--- src/ebs_pkg.sv ---
// shared constants, register map and carrier types of the external brake sequencer
`default_nettype none
package ebs_pkg;

  ////////////////////////////////////////////////////////////////////////////
  // timing
  localparam int unsigned CLK_PERIOD_NS = 10;
  localparam int unsigned TICK_PERIOD_NS = 10_000_000;
  localparam int unsigned TICK_CYCLES = (TICK_PERIOD_NS + CLK_PERIOD_NS - 1) / CLK_PERIOD_NS;
  localparam int unsigned PRE_W = 20;
  localparam logic [8:0] WAIT_MAX = 9'h1f4;

  ////////////////////////////////////////////////////////////////////////////
  // codes
  localparam logic [1:0] BRAKE_EN_ON = 2'h1;
  localparam logic [7:0] FN_CONFIRM = 8'h2c;
  localparam logic [5:0] FN_RELEASE = 6'h13;
  localparam logic [5:0] FN_ERROR = 6'h14;
  localparam int unsigned N_IN = 8;
  localparam int unsigned N_OUT = 5;

  ////////////////////////////////////////////////////////////////////////////
  // register offsets (byte addresses)
  localparam logic [7:0] OFS_CTRL = 8'h00;
  localparam logic [7:0] OFS_REL_WAIT = 8'h04;
  localparam logic [7:0] OFS_ACC_WAIT = 8'h08;
  localparam logic [7:0] OFS_STOP_WAIT = 8'h0c;
  localparam logic [7:0] OFS_CONF_WAIT = 8'h10;
  localparam logic [7:0] OFS_REL_FREQ = 8'h14;
  localparam logic [7:0] OFS_REL_CUR = 8'h18;
  localparam logic [7:0] OFS_BRK_FREQ = 8'h1c;
  localparam logic [7:0] OFS_IN_FN_LO = 8'h20;
  localparam logic [7:0] OFS_IN_FN_HI = 8'h24;
  localparam logic [7:0] OFS_OUT_FN = 8'h28;
  localparam logic [7:0] OFS_STATUS = 8'h2c;
  localparam logic [7:0] OFS_INT_STAT = 8'h30;
  localparam logic [7:0] OFS_INT_MASK = 8'h34;

  ////////////////////////////////////////////////////////////////////////////
  // field positions
  localparam int unsigned CTRL_TRIP_CLR_BIT = 8;
  localparam int unsigned ST_REL_BIT = 16;
  localparam int unsigned ST_ERR_BIT = 17;
  localparam int unsigned ST_CONF_BIT = 18;
  localparam int unsigned ST_ASGN_BIT = 19;
  localparam int unsigned INT_REL_ON = 0;
  localparam int unsigned INT_REL_OFF = 1;
  localparam int unsigned INT_TRIP = 2;
  localparam int unsigned INT_DONE = 3;
  localparam int unsigned N_INT = 4;

  ////////////////////////////////////////////////////////////////////////////
  // reset values
  localparam logic [1:0] CTRL_RST = 2'h0;
  localparam logic [8:0] WAIT_RST = 9'h000;
  localparam logic [15:0] FREQ_RST = 16'h0000;
  localparam logic [15:0] CUR_RST = 16'h0000;
  localparam logic [63:0] IN_FN_RST = 64'h0000_0000_0000_0000;
  localparam logic [29:0] OUT_FN_RST = 30'h0000_0000;
  localparam logic [3:0] INT_RST = 4'h0;

  ////////////////////////////////////////////////////////////////////////////
  // types
  typedef enum logic [10:0] {
    ST_IDLE       = 11'h001,
    ST_RAMP_REL   = 11'h002,
    ST_REL_WAIT   = 11'h004,
    ST_CONF_ON    = 11'h008,
    ST_ACC_WAIT   = 11'h010,
    ST_RUNNING    = 11'h020,
    ST_DECEL_BRK  = 11'h040,
    ST_CONF_OFF   = 11'h080,
    ST_STOP_WAIT  = 11'h100,
    ST_STOP_DECEL = 11'h200,
    ST_TRIP       = 11'h400
  } ebs_state_t;

  typedef struct packed {
    logic psel;
    logic penable;
    logic pwrite;
    logic [7:0] paddr;
    logic [31:0] pwdata;
  } ebs_apb_req_t;

  typedef struct packed {
    logic [31:0] prdata;
    logic pready;
    logic pslverr;
  } ebs_apb_rsp_t;

  typedef struct packed {
    logic [PRE_W-1:0] pre;
    logic [8:0] ticks;
  } ebs_tmr_t;

  typedef struct packed {
    ebs_state_t st;
    logic [1:0] brake_ctrl_enable;
    logic [8:0] release_wait_time;
    logic [8:0] accel_wait_time;
    logic [8:0] stop_wait_time;
    logic [8:0] confirm_wait_time;
    logic [15:0] release_frequency;
    logic [15:0] release_current;
    logic [15:0] braking_frequency;
    logic [63:0] in_fn;
    logic [29:0] out_fn;
    logic [3:0] int_stat;
    logic [3:0] int_mask;
    logic [7:0] sync1;
    logic [7:0] sync2;
    logic brake_rel;
    logic brake_err;
    logic drive_run;
    logic [15:0] freq_target;
    logic [4:0] term_out;
    logic [31:0] prdata;
  } ebs_core_t;

endpackage
`default_nettype wire

--- src/ebs_seq.sv ---
// brake sequencer: state machine, apb registers, interrupt and terminal routing
`default_nettype none

// Functional notes
// - Sequence runs only when enable equals 01
// - Run: start output, ramp to release frequency
// - After release wait, assert brake release
// - Current low at wait end: trip, error
// - Code 44 assigned: hold, await confirmation
// - No confirmation within wait: trip, error
// - Unassigned confirmation: go straight to acceleration wait
// - After confirmation, accel wait, then ramp
// - Run off: decelerate to braking frequency, release off
// - Confirmation must drop within wait, else trip
// - Unassigned confirmation: skip stop check
// - After stop wait, decelerate to 0 Hz
// - Confirmation lost while released: trip, error
// - Wait times 0.00 to 5.00 s
module ebs_seq #(
  parameter int unsigned TICK_CYCLES = ebs_pkg::TICK_CYCLES
) (
  input wire logic mclk,
  input wire logic rst_b,
  input wire logic ce,
  input wire ebs_pkg::ebs_apb_req_t apb_req,
  output ebs_pkg::ebs_apb_rsp_t apb_rsp,
  input wire logic run_cmd,
  input wire logic [15:0] freq_cmd,
  input wire logic [15:0] out_freq,
  input wire logic [15:0] out_current,
  input wire logic [7:0] term_in,
  output logic drive_run,
  output logic [15:0] freq_target,
  output logic brake_release_out,
  output logic brake_error_out,
  output logic [4:0] term_out,
  output logic irq
);
  import ebs_pkg::*;

  localparam ebs_core_t CORE_RST = '{
    st: ST_IDLE,
    brake_ctrl_enable: CTRL_RST,
    release_wait_time: WAIT_RST,
    accel_wait_time: WAIT_RST,
    stop_wait_time: WAIT_RST,
    confirm_wait_time: WAIT_RST,
    release_frequency: FREQ_RST,
    release_current: CUR_RST,
    braking_frequency: FREQ_RST,
    in_fn: IN_FN_RST,
    out_fn: OUT_FN_RST,
    int_stat: INT_RST,
    int_mask: INT_RST,
    sync1: 8'h00,
    sync2: 8'h00,
    brake_rel: 1'b0,
    brake_err: 1'b0,
    drive_run: 1'b0,
    freq_target: FREQ_RST,
    term_out: 5'h00,
    prdata: 32'h0000_0000
  };

  ebs_core_t core_reg;
  ebs_core_t core_next;

  logic [N_IN-1:0] conf_assigned_vec;
  logic [N_IN-1:0] conf_hit_vec;
  logic [N_OUT-1:0] out_is_rel;
  logic [N_OUT-1:0] out_is_err;
  logic conf_assigned;
  logic brake_confirm_in;
  logic enabled;
  logic tmr_restart;
  logic tmr_halt;
  logic tmr_done;
  logic [8:0] tmr_limit;
  logic wr_en;
  logic setup;
  logic addr_hit;
  logic [31:0] rd_data;
  logic [3:0] ev;
  logic [3:0] w1c;
  logic trip_clear;

  ////////////////////////////////////////////////////////////////////////////
  // terminal function decode
  genvar gi;
  generate
    for (gi = 0; gi < N_IN; gi++) begin : g_in
      assign conf_assigned_vec[gi] = (core_reg.in_fn[gi*8 +: 8] == FN_CONFIRM);
      assign conf_hit_vec[gi] = conf_assigned_vec[gi] & core_reg.sync2[gi];
    end
    for (gi = 0; gi < N_OUT; gi++) begin : g_out
      assign out_is_rel[gi] = (core_reg.out_fn[gi*6 +: 6] == FN_RELEASE);
      assign out_is_err[gi] = (core_reg.out_fn[gi*6 +: 6] == FN_ERROR);
    end
  endgenerate

  assign conf_assigned = |conf_assigned_vec;
  assign brake_confirm_in = |conf_hit_vec;
  assign enabled = (core_reg.brake_ctrl_enable == BRAKE_EN_ON);

  ////////////////////////////////////////////////////////////////////////////
  // wait timer
  always_comb begin
    case (core_reg.st)
      ST_REL_WAIT: tmr_limit = core_reg.release_wait_time;
      ST_CONF_ON: tmr_limit = core_reg.confirm_wait_time;
      ST_CONF_OFF: tmr_limit = core_reg.confirm_wait_time;
      ST_ACC_WAIT: tmr_limit = core_reg.accel_wait_time;
      ST_STOP_WAIT: tmr_limit = core_reg.stop_wait_time;
      default: tmr_limit = WAIT_RST;
    endcase
  end

  assign tmr_restart = (core_next.st != core_reg.st);
  assign tmr_halt = (core_reg.st == ST_TRIP);

  ebs_wait_timer #(
    .TICK_CYCLES(TICK_CYCLES)
  ) u_timer (
    .mclk(mclk),
    .rst_b(rst_b),
    .ce(ce),
    .restart(tmr_restart),
    .halt(tmr_halt),
    .limit(tmr_limit),
    .done(tmr_done)
  );

  ////////////////////////////////////////////////////////////////////////////
  // apb decode
  assign setup = apb_req.psel & ~apb_req.penable;
  assign wr_en = ce & apb_req.psel & apb_req.penable & apb_req.pwrite & addr_hit;

  always_comb begin
    rd_data = 32'h0000_0000;
    addr_hit = 1'b1;
    if (apb_req.paddr == OFS_CTRL) begin
      rd_data[1:0] = core_reg.brake_ctrl_enable;
    end else if (apb_req.paddr == OFS_REL_WAIT) begin
      rd_data[8:0] = core_reg.release_wait_time;
    end else if (apb_req.paddr == OFS_ACC_WAIT) begin
      rd_data[8:0] = core_reg.accel_wait_time;
    end else if (apb_req.paddr == OFS_STOP_WAIT) begin
      rd_data[8:0] = core_reg.stop_wait_time;
    end else if (apb_req.paddr == OFS_CONF_WAIT) begin
      rd_data[8:0] = core_reg.confirm_wait_time;
    end else if (apb_req.paddr == OFS_REL_FREQ) begin
      rd_data[15:0] = core_reg.release_frequency;
    end else if (apb_req.paddr == OFS_REL_CUR) begin
      rd_data[15:0] = core_reg.release_current;
    end else if (apb_req.paddr == OFS_BRK_FREQ) begin
      rd_data[15:0] = core_reg.braking_frequency;
    end else if (apb_req.paddr == OFS_IN_FN_LO) begin
      rd_data = core_reg.in_fn[31:0];
    end else if (apb_req.paddr == OFS_IN_FN_HI) begin
      rd_data = core_reg.in_fn[63:32];
    end else if (apb_req.paddr == OFS_OUT_FN) begin
      rd_data[29:0] = core_reg.out_fn;
    end else if (apb_req.paddr == OFS_STATUS) begin
      rd_data[10:0] = core_reg.st;
      rd_data[ST_REL_BIT] = core_reg.brake_rel;
      rd_data[ST_ERR_BIT] = core_reg.brake_err;
      rd_data[ST_CONF_BIT] = brake_confirm_in;
      rd_data[ST_ASGN_BIT] = conf_assigned;
    end else if (apb_req.paddr == OFS_INT_STAT) begin
      rd_data[N_INT-1:0] = core_reg.int_stat;
    end else if (apb_req.paddr == OFS_INT_MASK) begin
      rd_data[N_INT-1:0] = core_reg.int_mask;
    end else begin
      addr_hit = 1'b0;
    end
  end

  assign trip_clear = wr_en & (apb_req.paddr == OFS_CTRL) & apb_req.pwdata[CTRL_TRIP_CLR_BIT];
  assign w1c = (wr_en && (apb_req.paddr == OFS_INT_STAT)) ? apb_req.pwdata[N_INT-1:0] : INT_RST;

  ////////////////////////////////////////////////////////////////////////////
  // next state
  always_comb begin
    core_next = core_reg;
    ev = INT_RST;

    // two-stage sync of terminal pins
    core_next.sync1 = term_in;
    core_next.sync2 = core_reg.sync1;

    // register writes
    if (wr_en) begin
      if (apb_req.paddr == OFS_CTRL) begin
        core_next.brake_ctrl_enable = apb_req.pwdata[1:0];
      end else if (apb_req.paddr == OFS_REL_WAIT) begin
        core_next.release_wait_time = wait_clamp(apb_req.pwdata);
      end else if (apb_req.paddr == OFS_ACC_WAIT) begin
        core_next.accel_wait_time = wait_clamp(apb_req.pwdata);
      end else if (apb_req.paddr == OFS_STOP_WAIT) begin
        core_next.stop_wait_time = wait_clamp(apb_req.pwdata);
      end else if (apb_req.paddr == OFS_CONF_WAIT) begin
        core_next.confirm_wait_time = wait_clamp(apb_req.pwdata);
      end else if (apb_req.paddr == OFS_REL_FREQ) begin
        core_next.release_frequency = apb_req.pwdata[15:0];
      end else if (apb_req.paddr == OFS_REL_CUR) begin
        core_next.release_current = apb_req.pwdata[15:0];
      end else if (apb_req.paddr == OFS_BRK_FREQ) begin
        core_next.braking_frequency = apb_req.pwdata[15:0];
      end else if (apb_req.paddr == OFS_IN_FN_LO) begin
        core_next.in_fn[31:0] = apb_req.pwdata;
      end else if (apb_req.paddr == OFS_IN_FN_HI) begin
        core_next.in_fn[63:32] = apb_req.pwdata;
      end else if (apb_req.paddr == OFS_OUT_FN) begin
        core_next.out_fn = apb_req.pwdata[29:0];
      end else if (apb_req.paddr == OFS_INT_MASK) begin
        core_next.int_mask = apb_req.pwdata[N_INT-1:0];
      end
    end

    // sequencer
    case (core_reg.st)
      ST_IDLE: begin
        if (enabled && run_cmd) begin
          core_next.st = ST_RAMP_REL;
        end
      end
      ST_RAMP_REL: begin
        if (!run_cmd) begin
          core_next.st = ST_STOP_DECEL;
        end else if (out_freq >= core_reg.release_frequency) begin
          core_next.st = ST_REL_WAIT;
        end
      end
      ST_REL_WAIT: begin
        if (!run_cmd) begin
          core_next.st = ST_STOP_DECEL;
        end else if (tmr_done) begin
          if (out_current < core_reg.release_current) begin
            core_next.st = ST_TRIP;
          end else begin
            core_next.brake_rel = 1'b1;
            core_next.st = conf_assigned ? ST_CONF_ON : ST_ACC_WAIT;
          end
        end
      end
      ST_CONF_ON: begin
        if (brake_confirm_in) begin
          core_next.st = ST_ACC_WAIT;
        end else if (tmr_done) begin
          core_next.st = ST_TRIP;
        end
      end
      ST_ACC_WAIT: begin
        if (!run_cmd) begin
          core_next.st = ST_DECEL_BRK;
        end else if (tmr_done) begin
          core_next.st = ST_RUNNING;
        end
      end
      ST_RUNNING: begin
        if (!run_cmd) begin
          core_next.st = ST_DECEL_BRK;
        end
      end
      ST_DECEL_BRK: begin
        if (out_freq <= core_reg.braking_frequency) begin
          core_next.brake_rel = 1'b0;
          core_next.st = conf_assigned ? ST_CONF_OFF : ST_STOP_WAIT;
        end
      end
      ST_CONF_OFF: begin
        if (!brake_confirm_in) begin
          core_next.st = ST_STOP_WAIT;
        end else if (tmr_done) begin
          core_next.st = ST_TRIP;
        end
      end
      ST_STOP_WAIT: begin
        if (tmr_done) begin
          core_next.st = ST_STOP_DECEL;
        end
      end
      ST_STOP_DECEL: begin
        if (out_freq == FREQ_RST) begin
          core_next.st = ST_IDLE;
          ev[INT_DONE] = 1'b1;
        end
      end
      ST_TRIP: begin
        if (trip_clear) begin
          core_next.st = ST_IDLE;
        end
      end
      default: begin
        core_next.st = ST_IDLE;
      end
    endcase

    // confirmation lost while release is held
    if (conf_assigned && core_reg.brake_rel && !brake_confirm_in &&
        ((core_reg.st == ST_ACC_WAIT) || (core_reg.st == ST_RUNNING) || (core_reg.st == ST_DECEL_BRK))) begin
      core_next.st = ST_TRIP;
    end

    // disabling drops back to pass-through
    if (!enabled && (core_reg.st != ST_IDLE) && (core_reg.st != ST_TRIP)) begin
      core_next.st = ST_IDLE;
    end

    // outputs from the state being entered
    case (core_next.st)
      ST_IDLE: begin
        core_next.brake_rel = 1'b0;
        core_next.brake_err = 1'b0;
        core_next.drive_run = !enabled && run_cmd;
        core_next.freq_target = enabled ? FREQ_RST : freq_cmd;
      end
      ST_RAMP_REL, ST_REL_WAIT, ST_CONF_ON, ST_ACC_WAIT: begin
        core_next.drive_run = 1'b1;
        core_next.freq_target = core_reg.release_frequency;
      end
      ST_RUNNING: begin
        core_next.drive_run = 1'b1;
        core_next.freq_target = freq_cmd;
      end
      ST_DECEL_BRK, ST_CONF_OFF, ST_STOP_WAIT: begin
        core_next.drive_run = 1'b1;
        core_next.freq_target = core_reg.braking_frequency;
      end
      ST_STOP_DECEL: begin
        core_next.brake_rel = 1'b0;
        core_next.drive_run = 1'b1;
        core_next.freq_target = FREQ_RST;
      end
      ST_TRIP: begin
        core_next.brake_rel = 1'b0;
        core_next.brake_err = 1'b1;
        core_next.drive_run = 1'b0;
        core_next.freq_target = FREQ_RST;
      end
      default: begin
        core_next.drive_run = 1'b0;
        core_next.freq_target = FREQ_RST;
      end
    endcase

    // events: set wins over write-one clear
    ev[INT_REL_ON] = core_next.brake_rel & ~core_reg.brake_rel;
    ev[INT_REL_OFF] = ~core_next.brake_rel & core_reg.brake_rel;
    ev[INT_TRIP] = (core_next.st == ST_TRIP) && (core_reg.st != ST_TRIP);
    core_next.int_stat = (core_reg.int_stat & ~w1c) | ev;

    // output terminal routing
    core_next.term_out = (out_is_rel & {N_OUT{core_next.brake_rel}}) |
                         (out_is_err & {N_OUT{core_next.brake_err}});

    // read data captured in the setup phase
    if (setup) begin
      core_next.prdata = rd_data;
    end
  end

  ////////////////////////////////////////////////////////////////////////////
  always_ff @(posedge mclk) begin
    if (!rst_b) begin
      core_reg <= CORE_RST;
    end else if (ce) begin
      core_reg <= core_next;
    end
  end

  ////////////////////////////////////////////////////////////////////////////
  // clamp a written wait time to the settable range
  function automatic logic [8:0] wait_clamp(input logic [31:0] wdata);
    if (wdata > {23'h000000, WAIT_MAX}) begin
      return WAIT_MAX;
    end
    return wdata[8:0];
  endfunction

  ////////////////////////////////////////////////////////////////////////////
  // outputs
  assign apb_rsp.prdata = core_reg.prdata;
  assign apb_rsp.pready = ce;
  assign apb_rsp.pslverr = apb_req.psel & apb_req.penable & ~addr_hit;
  assign drive_run = core_reg.drive_run;
  assign freq_target = core_reg.freq_target;
  assign brake_release_out = core_reg.brake_rel;
  assign brake_error_out = core_reg.brake_err;
  assign term_out = core_reg.term_out;
  assign irq = |(core_reg.int_stat & core_reg.int_mask);

endmodule // ebs_seq
`default_nettype wire

--- src/ebs_wait_timer.sv ---
// wait-phase timer counting 10 ms ticks up to a limit
`default_nettype none
module ebs_wait_timer #(
  parameter int unsigned TICK_CYCLES = ebs_pkg::TICK_CYCLES
) (
  input wire logic mclk,
  input wire logic rst_b,
  input wire logic ce,
  input wire logic restart,
  input wire logic halt,
  input wire logic [8:0] limit,
  output logic done
);
  import ebs_pkg::*;

  localparam logic [PRE_W-1:0] PRE_LAST = PRE_W'(TICK_CYCLES - 1);
  localparam ebs_tmr_t TMR_RST = '{pre: '0, ticks: WAIT_RST};

  ebs_tmr_t tmr_reg;
  ebs_tmr_t tmr_next;

  ////////////////////////////////////////////////////////////////////////////
  always_comb begin
    tmr_next = tmr_reg;
    if (restart) begin
      tmr_next.pre = '0;
      tmr_next.ticks = WAIT_RST;
    end else if (!halt && (tmr_reg.ticks < limit)) begin
      if (tmr_reg.pre == PRE_LAST) begin
        tmr_next.pre = '0;
        tmr_next.ticks = tmr_reg.ticks + 9'h001;
      end else begin
        tmr_next.pre = tmr_reg.pre + PRE_W'(1);
      end
    end
  end

  always_ff @(posedge mclk) begin
    if (!rst_b) begin
      tmr_reg <= TMR_RST;
    end else if (ce) begin
      tmr_reg <= tmr_next;
    end
  end

  assign done = (tmr_reg.ticks >= limit);

endmodule // ebs_wait_timer
`default_nettype wire
--- config.mk ---
export PLATFORM = sky130hd
export DESIGN_NAME = ebs_seq
export DESIGN_NICKNAME = d
export VERILOG_FILES = /design/src/ebs_pkg.sv /design/src/ebs_seq.sv /design/src/ebs_wait_timer.sv
export SDC_FILE = /design/constraint.sdc
export NUM_CORES = 1
export LEC_CHECK = 0
export BUFFER_PORTS_ARGS = -buffer_cell sky130_fd_sc_hd__buf_2
export CORE_UTILIZATION = 40
export DETAILED_ROUTE_END_ITERATION = 8
export PLACE_DENSITY = 0.68
export SYNTH_ARGS = -nofsm -noshare
export SYNTH_HDL_FRONTEND = slang
export SYNTH_SLANG_ARGS = --single-unit
--- constraint.sdc ---
create_clock -name mclk -period 6.3 [get_ports mclk]
set_input_delay 0.945 -clock mclk [delete_from_list [all_inputs] [get_ports mclk]]
set_output_delay 0.945 -clock mclk [all_outputs]
set_load 0.005 [all_outputs]
==> run metrics <==
Overflow after GRT 0; CTS root buffer clkbuf_16; CTS resizes 0; TNS Setup 0 ps; Worst R2R Start core_reg[264]; final hold vios 0; Placement Cell Area ~17000 µm²; Worst Setup SP core_reg[264]; Worst EP required approximately 6700 ps; hold buffer count at cts 0; Post-Syn Area per Cell 7.99 µm²; final core utilization 0.456; port buffer count 161; Post-Syn Area 16500 µm²; crit end category register; fraction of layout cells with a size suffix above 1 0.123; largest net degree at the start of global routing between 90 and 100; worst min path class reg -> reg; largest family of logic cells by synthesized area simple AND/OR/NAND/NOR gates; Core Box Area between 40000 and 50000 µm²; Slew Viols, Final 0; flop2flop setup slack approximately 1200 ps; mux share of post-synthesis cell area 0.0274; post-CTS setup buffers 0; worst reg-to-reg path cell count 15; Final GP Congestion 1.02; antenna violations before repair 2; Clock transition at path regs around 60 ps; CP Cell Sequence nor4_2 -> and4_1 -> a222oi_1 -> a21boi_0 -> ha_1 -> o21ai_0 -> a21oi_1 -> o31a_1 -> nor3_1 -> a21oi_1 -> a21o_1 -> a41oi_2 -> a22o_1 -> a21oi_1 -> o21ai_1; cell total after placement about 2.6k; Die Wd slightly above 200 µm; number of buffers and inverters on the critical path 0; Adder-Cell Fraction of Synth Area 0.0441; run status finished clean; Hold Path Stages 2; reg-to-reg endpoint freq_target[0]; Post-Syn Instances ~2.1k; fmax slightly below 200 MHz; CTS sink cnt 300; hold slack approximately 440 ps; Worst-Skew Late Latency approximately 540 ps; post-synthesis sequential area ratio 0.365; DRC errors left 0; Post-synth ARST share 0; delay of the slowest critical-path stage 700 ps; critical setup path kind reg -> reg; synth unique cells between 70 and 80; all-layer global routing usage 0.270; Final min period between 5000 and 6000 ps; total CTS buffers 35; worst rel slew slack 0.0741; dominant synthesized flop cell dfxtp_1; DIE AREA roughly 42000 µm²; max_cap viols 0; CP top delay family compound AO/OA/AOI/OAI gates; RSZ-0062 raised after global routing false; Worst Hold End freq_target[5]; P_leak 6.86 nW; final worst setup slack approximately 1200 ps; fin nets roughly 2.3k; Post-synth EDFFs 0; PwrDens 230 nW/µm²; Layout area overhead 11.4%; Synthesized Nets approximately 2.2k; post-route ant nets 0; IO Pins roughly 160; Non-Filler Instances between 2k and 3k; worst hold start freq_target[5]; #FFs+latches synth 300; post-synthesis simple-gate area fraction 0.250; final setup skew around 22 ps; Iter 0 DRT Violations 1496; Final HPWL DP 42300 µm; crit path max fanout 16; part of the cycle the worst path needs 0.815; depth of the CTS H-tree 2; drt via density around 5.9; Setup WS pre-CTS 1340 ps; # fillers ~4k; Final setup viols 0; CTS tree built; XOR/XNOR share of the synthesized area 0.0149; WP data arrival 5580 ps; max reg flops between 200 and 250; Rows 73; cell mode on critical path a21oi_1; worst vdd ir ~0.16 mV; Die Ht 205 µm; Worst-Margin Slew about 1400 ps; Routed WL 57500 µm; vias in the first global route ~15k; Slowest cell on crit path nor4_2; Max clock buf depth 3; PnR Total Power around 4.2 mW; detailed-route wire length per cell roughly 22 µm; Startpoint Class register; drt first pass iters 6; complex-gate fraction of the synthesized area 0.229; final instance area 18300 µm²; first-pass GRT wire length about 87000 µm; Initial Util 0.410; yosys warns 0; DR vias between 15k and 20k
-- routing by layer --
metal | global-route usage | wire length [µm]
met3 | 0.0506 | 5210
met1 | 0.350 | 23900
met5 | 0 | 0
met4 | 0.111 | 2310
met2 | 0.439 | 26100
-- cell families (layout without fill, tap and decap cells) --
| kind of cell | after synthesis | in the layout |
|---|---|---|
| and+or+nand+nor | 860 | 860 |
| other | 0 | 2 |
| muxes | 45 | 45 |
| xor gates and xnor gates | 28 | 28 |
| adders and majority gates | 58 | 58 |
| DFF | 300 | 300 |
| buffers and inverters | 240 | 303 |
| AOI/OAI and AO/OA | 529 | 529 |
-- final cells by class --
type | instances | area (µm²) | area share
Multi-Input combinational cell | 1520 | 9330 | 0.509
Sequential cell | 300 | 6010 | 0.328
Clock buffer | 53 | 1020 | 0.0559
Timing Repair Buffer | 179 | 947 | 0.0517
Tap cell | 525 | 657 | 0.0358
Inverter | 62 | 233 | 0.0127
Clock inverter | 9 | 135 | 0.00737
Antenna cell | 2 | 5.00 | 0.000273
-- layout by cell type (no fill, tap or decap), types with 45 or more instances in the layout --
cell type / Yosys / final
dfxtp_1: 300 / 300
buf_2: 4 / 160
ha_1: 58 / 58
a21boi_0: 141 / 141
nand2_1: 425 / 425
a21oi_1: 104 / 104
nor2_1: 114 / 110
mux2i_1: 45 / 45
nor2b_1: 78 / 78
inv_1: 62 / 62
-- synth_stat cells (15+ instances only) --
library cell,count,share of area
nand2_1,425,0.097
dfxtp_1,300,0.36
a21boi_0,141,0.064
nor2_1,114,0.026
a21oi_1,104,0.032
clkbuf_1,103,0.023
nor2b_1,78,0.030
inv_1,62,0.014
ha_1,58,0.044
buf_4,57,0.026
mux2i_1,45,0.027
o21ai_0,44,0.013
nand3_1,42,0.013
a22oi_1,41,0.019
nand4_1,40,0.015
and2_1,32,0.012
o211a_1,28,0.017
nor3_1,27,0.0082
nor4_1,18,0.0068
o21ai_1,17,0.0052
a22o_1,16,0.0085
o21a_1,15,0.0068
xnor2_1,15,0.0080
-- worst max-delay path by stage --
stage	endpoint	slack, ps	cells after the start
2_1_floorplan	term_out[0]	2060	17
3_3_place_gp	term_out[3]	1460	16
3_5_place_dp	term_out[0]	1340	16
4_1_cts	freq_target[0]	1320	15
5_1_grt	freq_target[6]	760	15
6_report	freq_target[0]	1170	15
-- where the power goes --
group / leakage [nW] / switching, mW / internal, mW / total (mW)
combinational: 3.87 / 0.142 / 0.0830 / 0.225
sequential: 2.42 / 0.00755 / 1.91 / 1.92
clock: 0.569 / 0.828 / 1.25 / 2.08
-- tightest hold or removal path, stage by stage, from the launching register on --
cell	delay [ps]
dfxtp_1	300
nand2_1	50
o21ai_1	50
No activity file was read; power rests on OpenSTA's default activity.
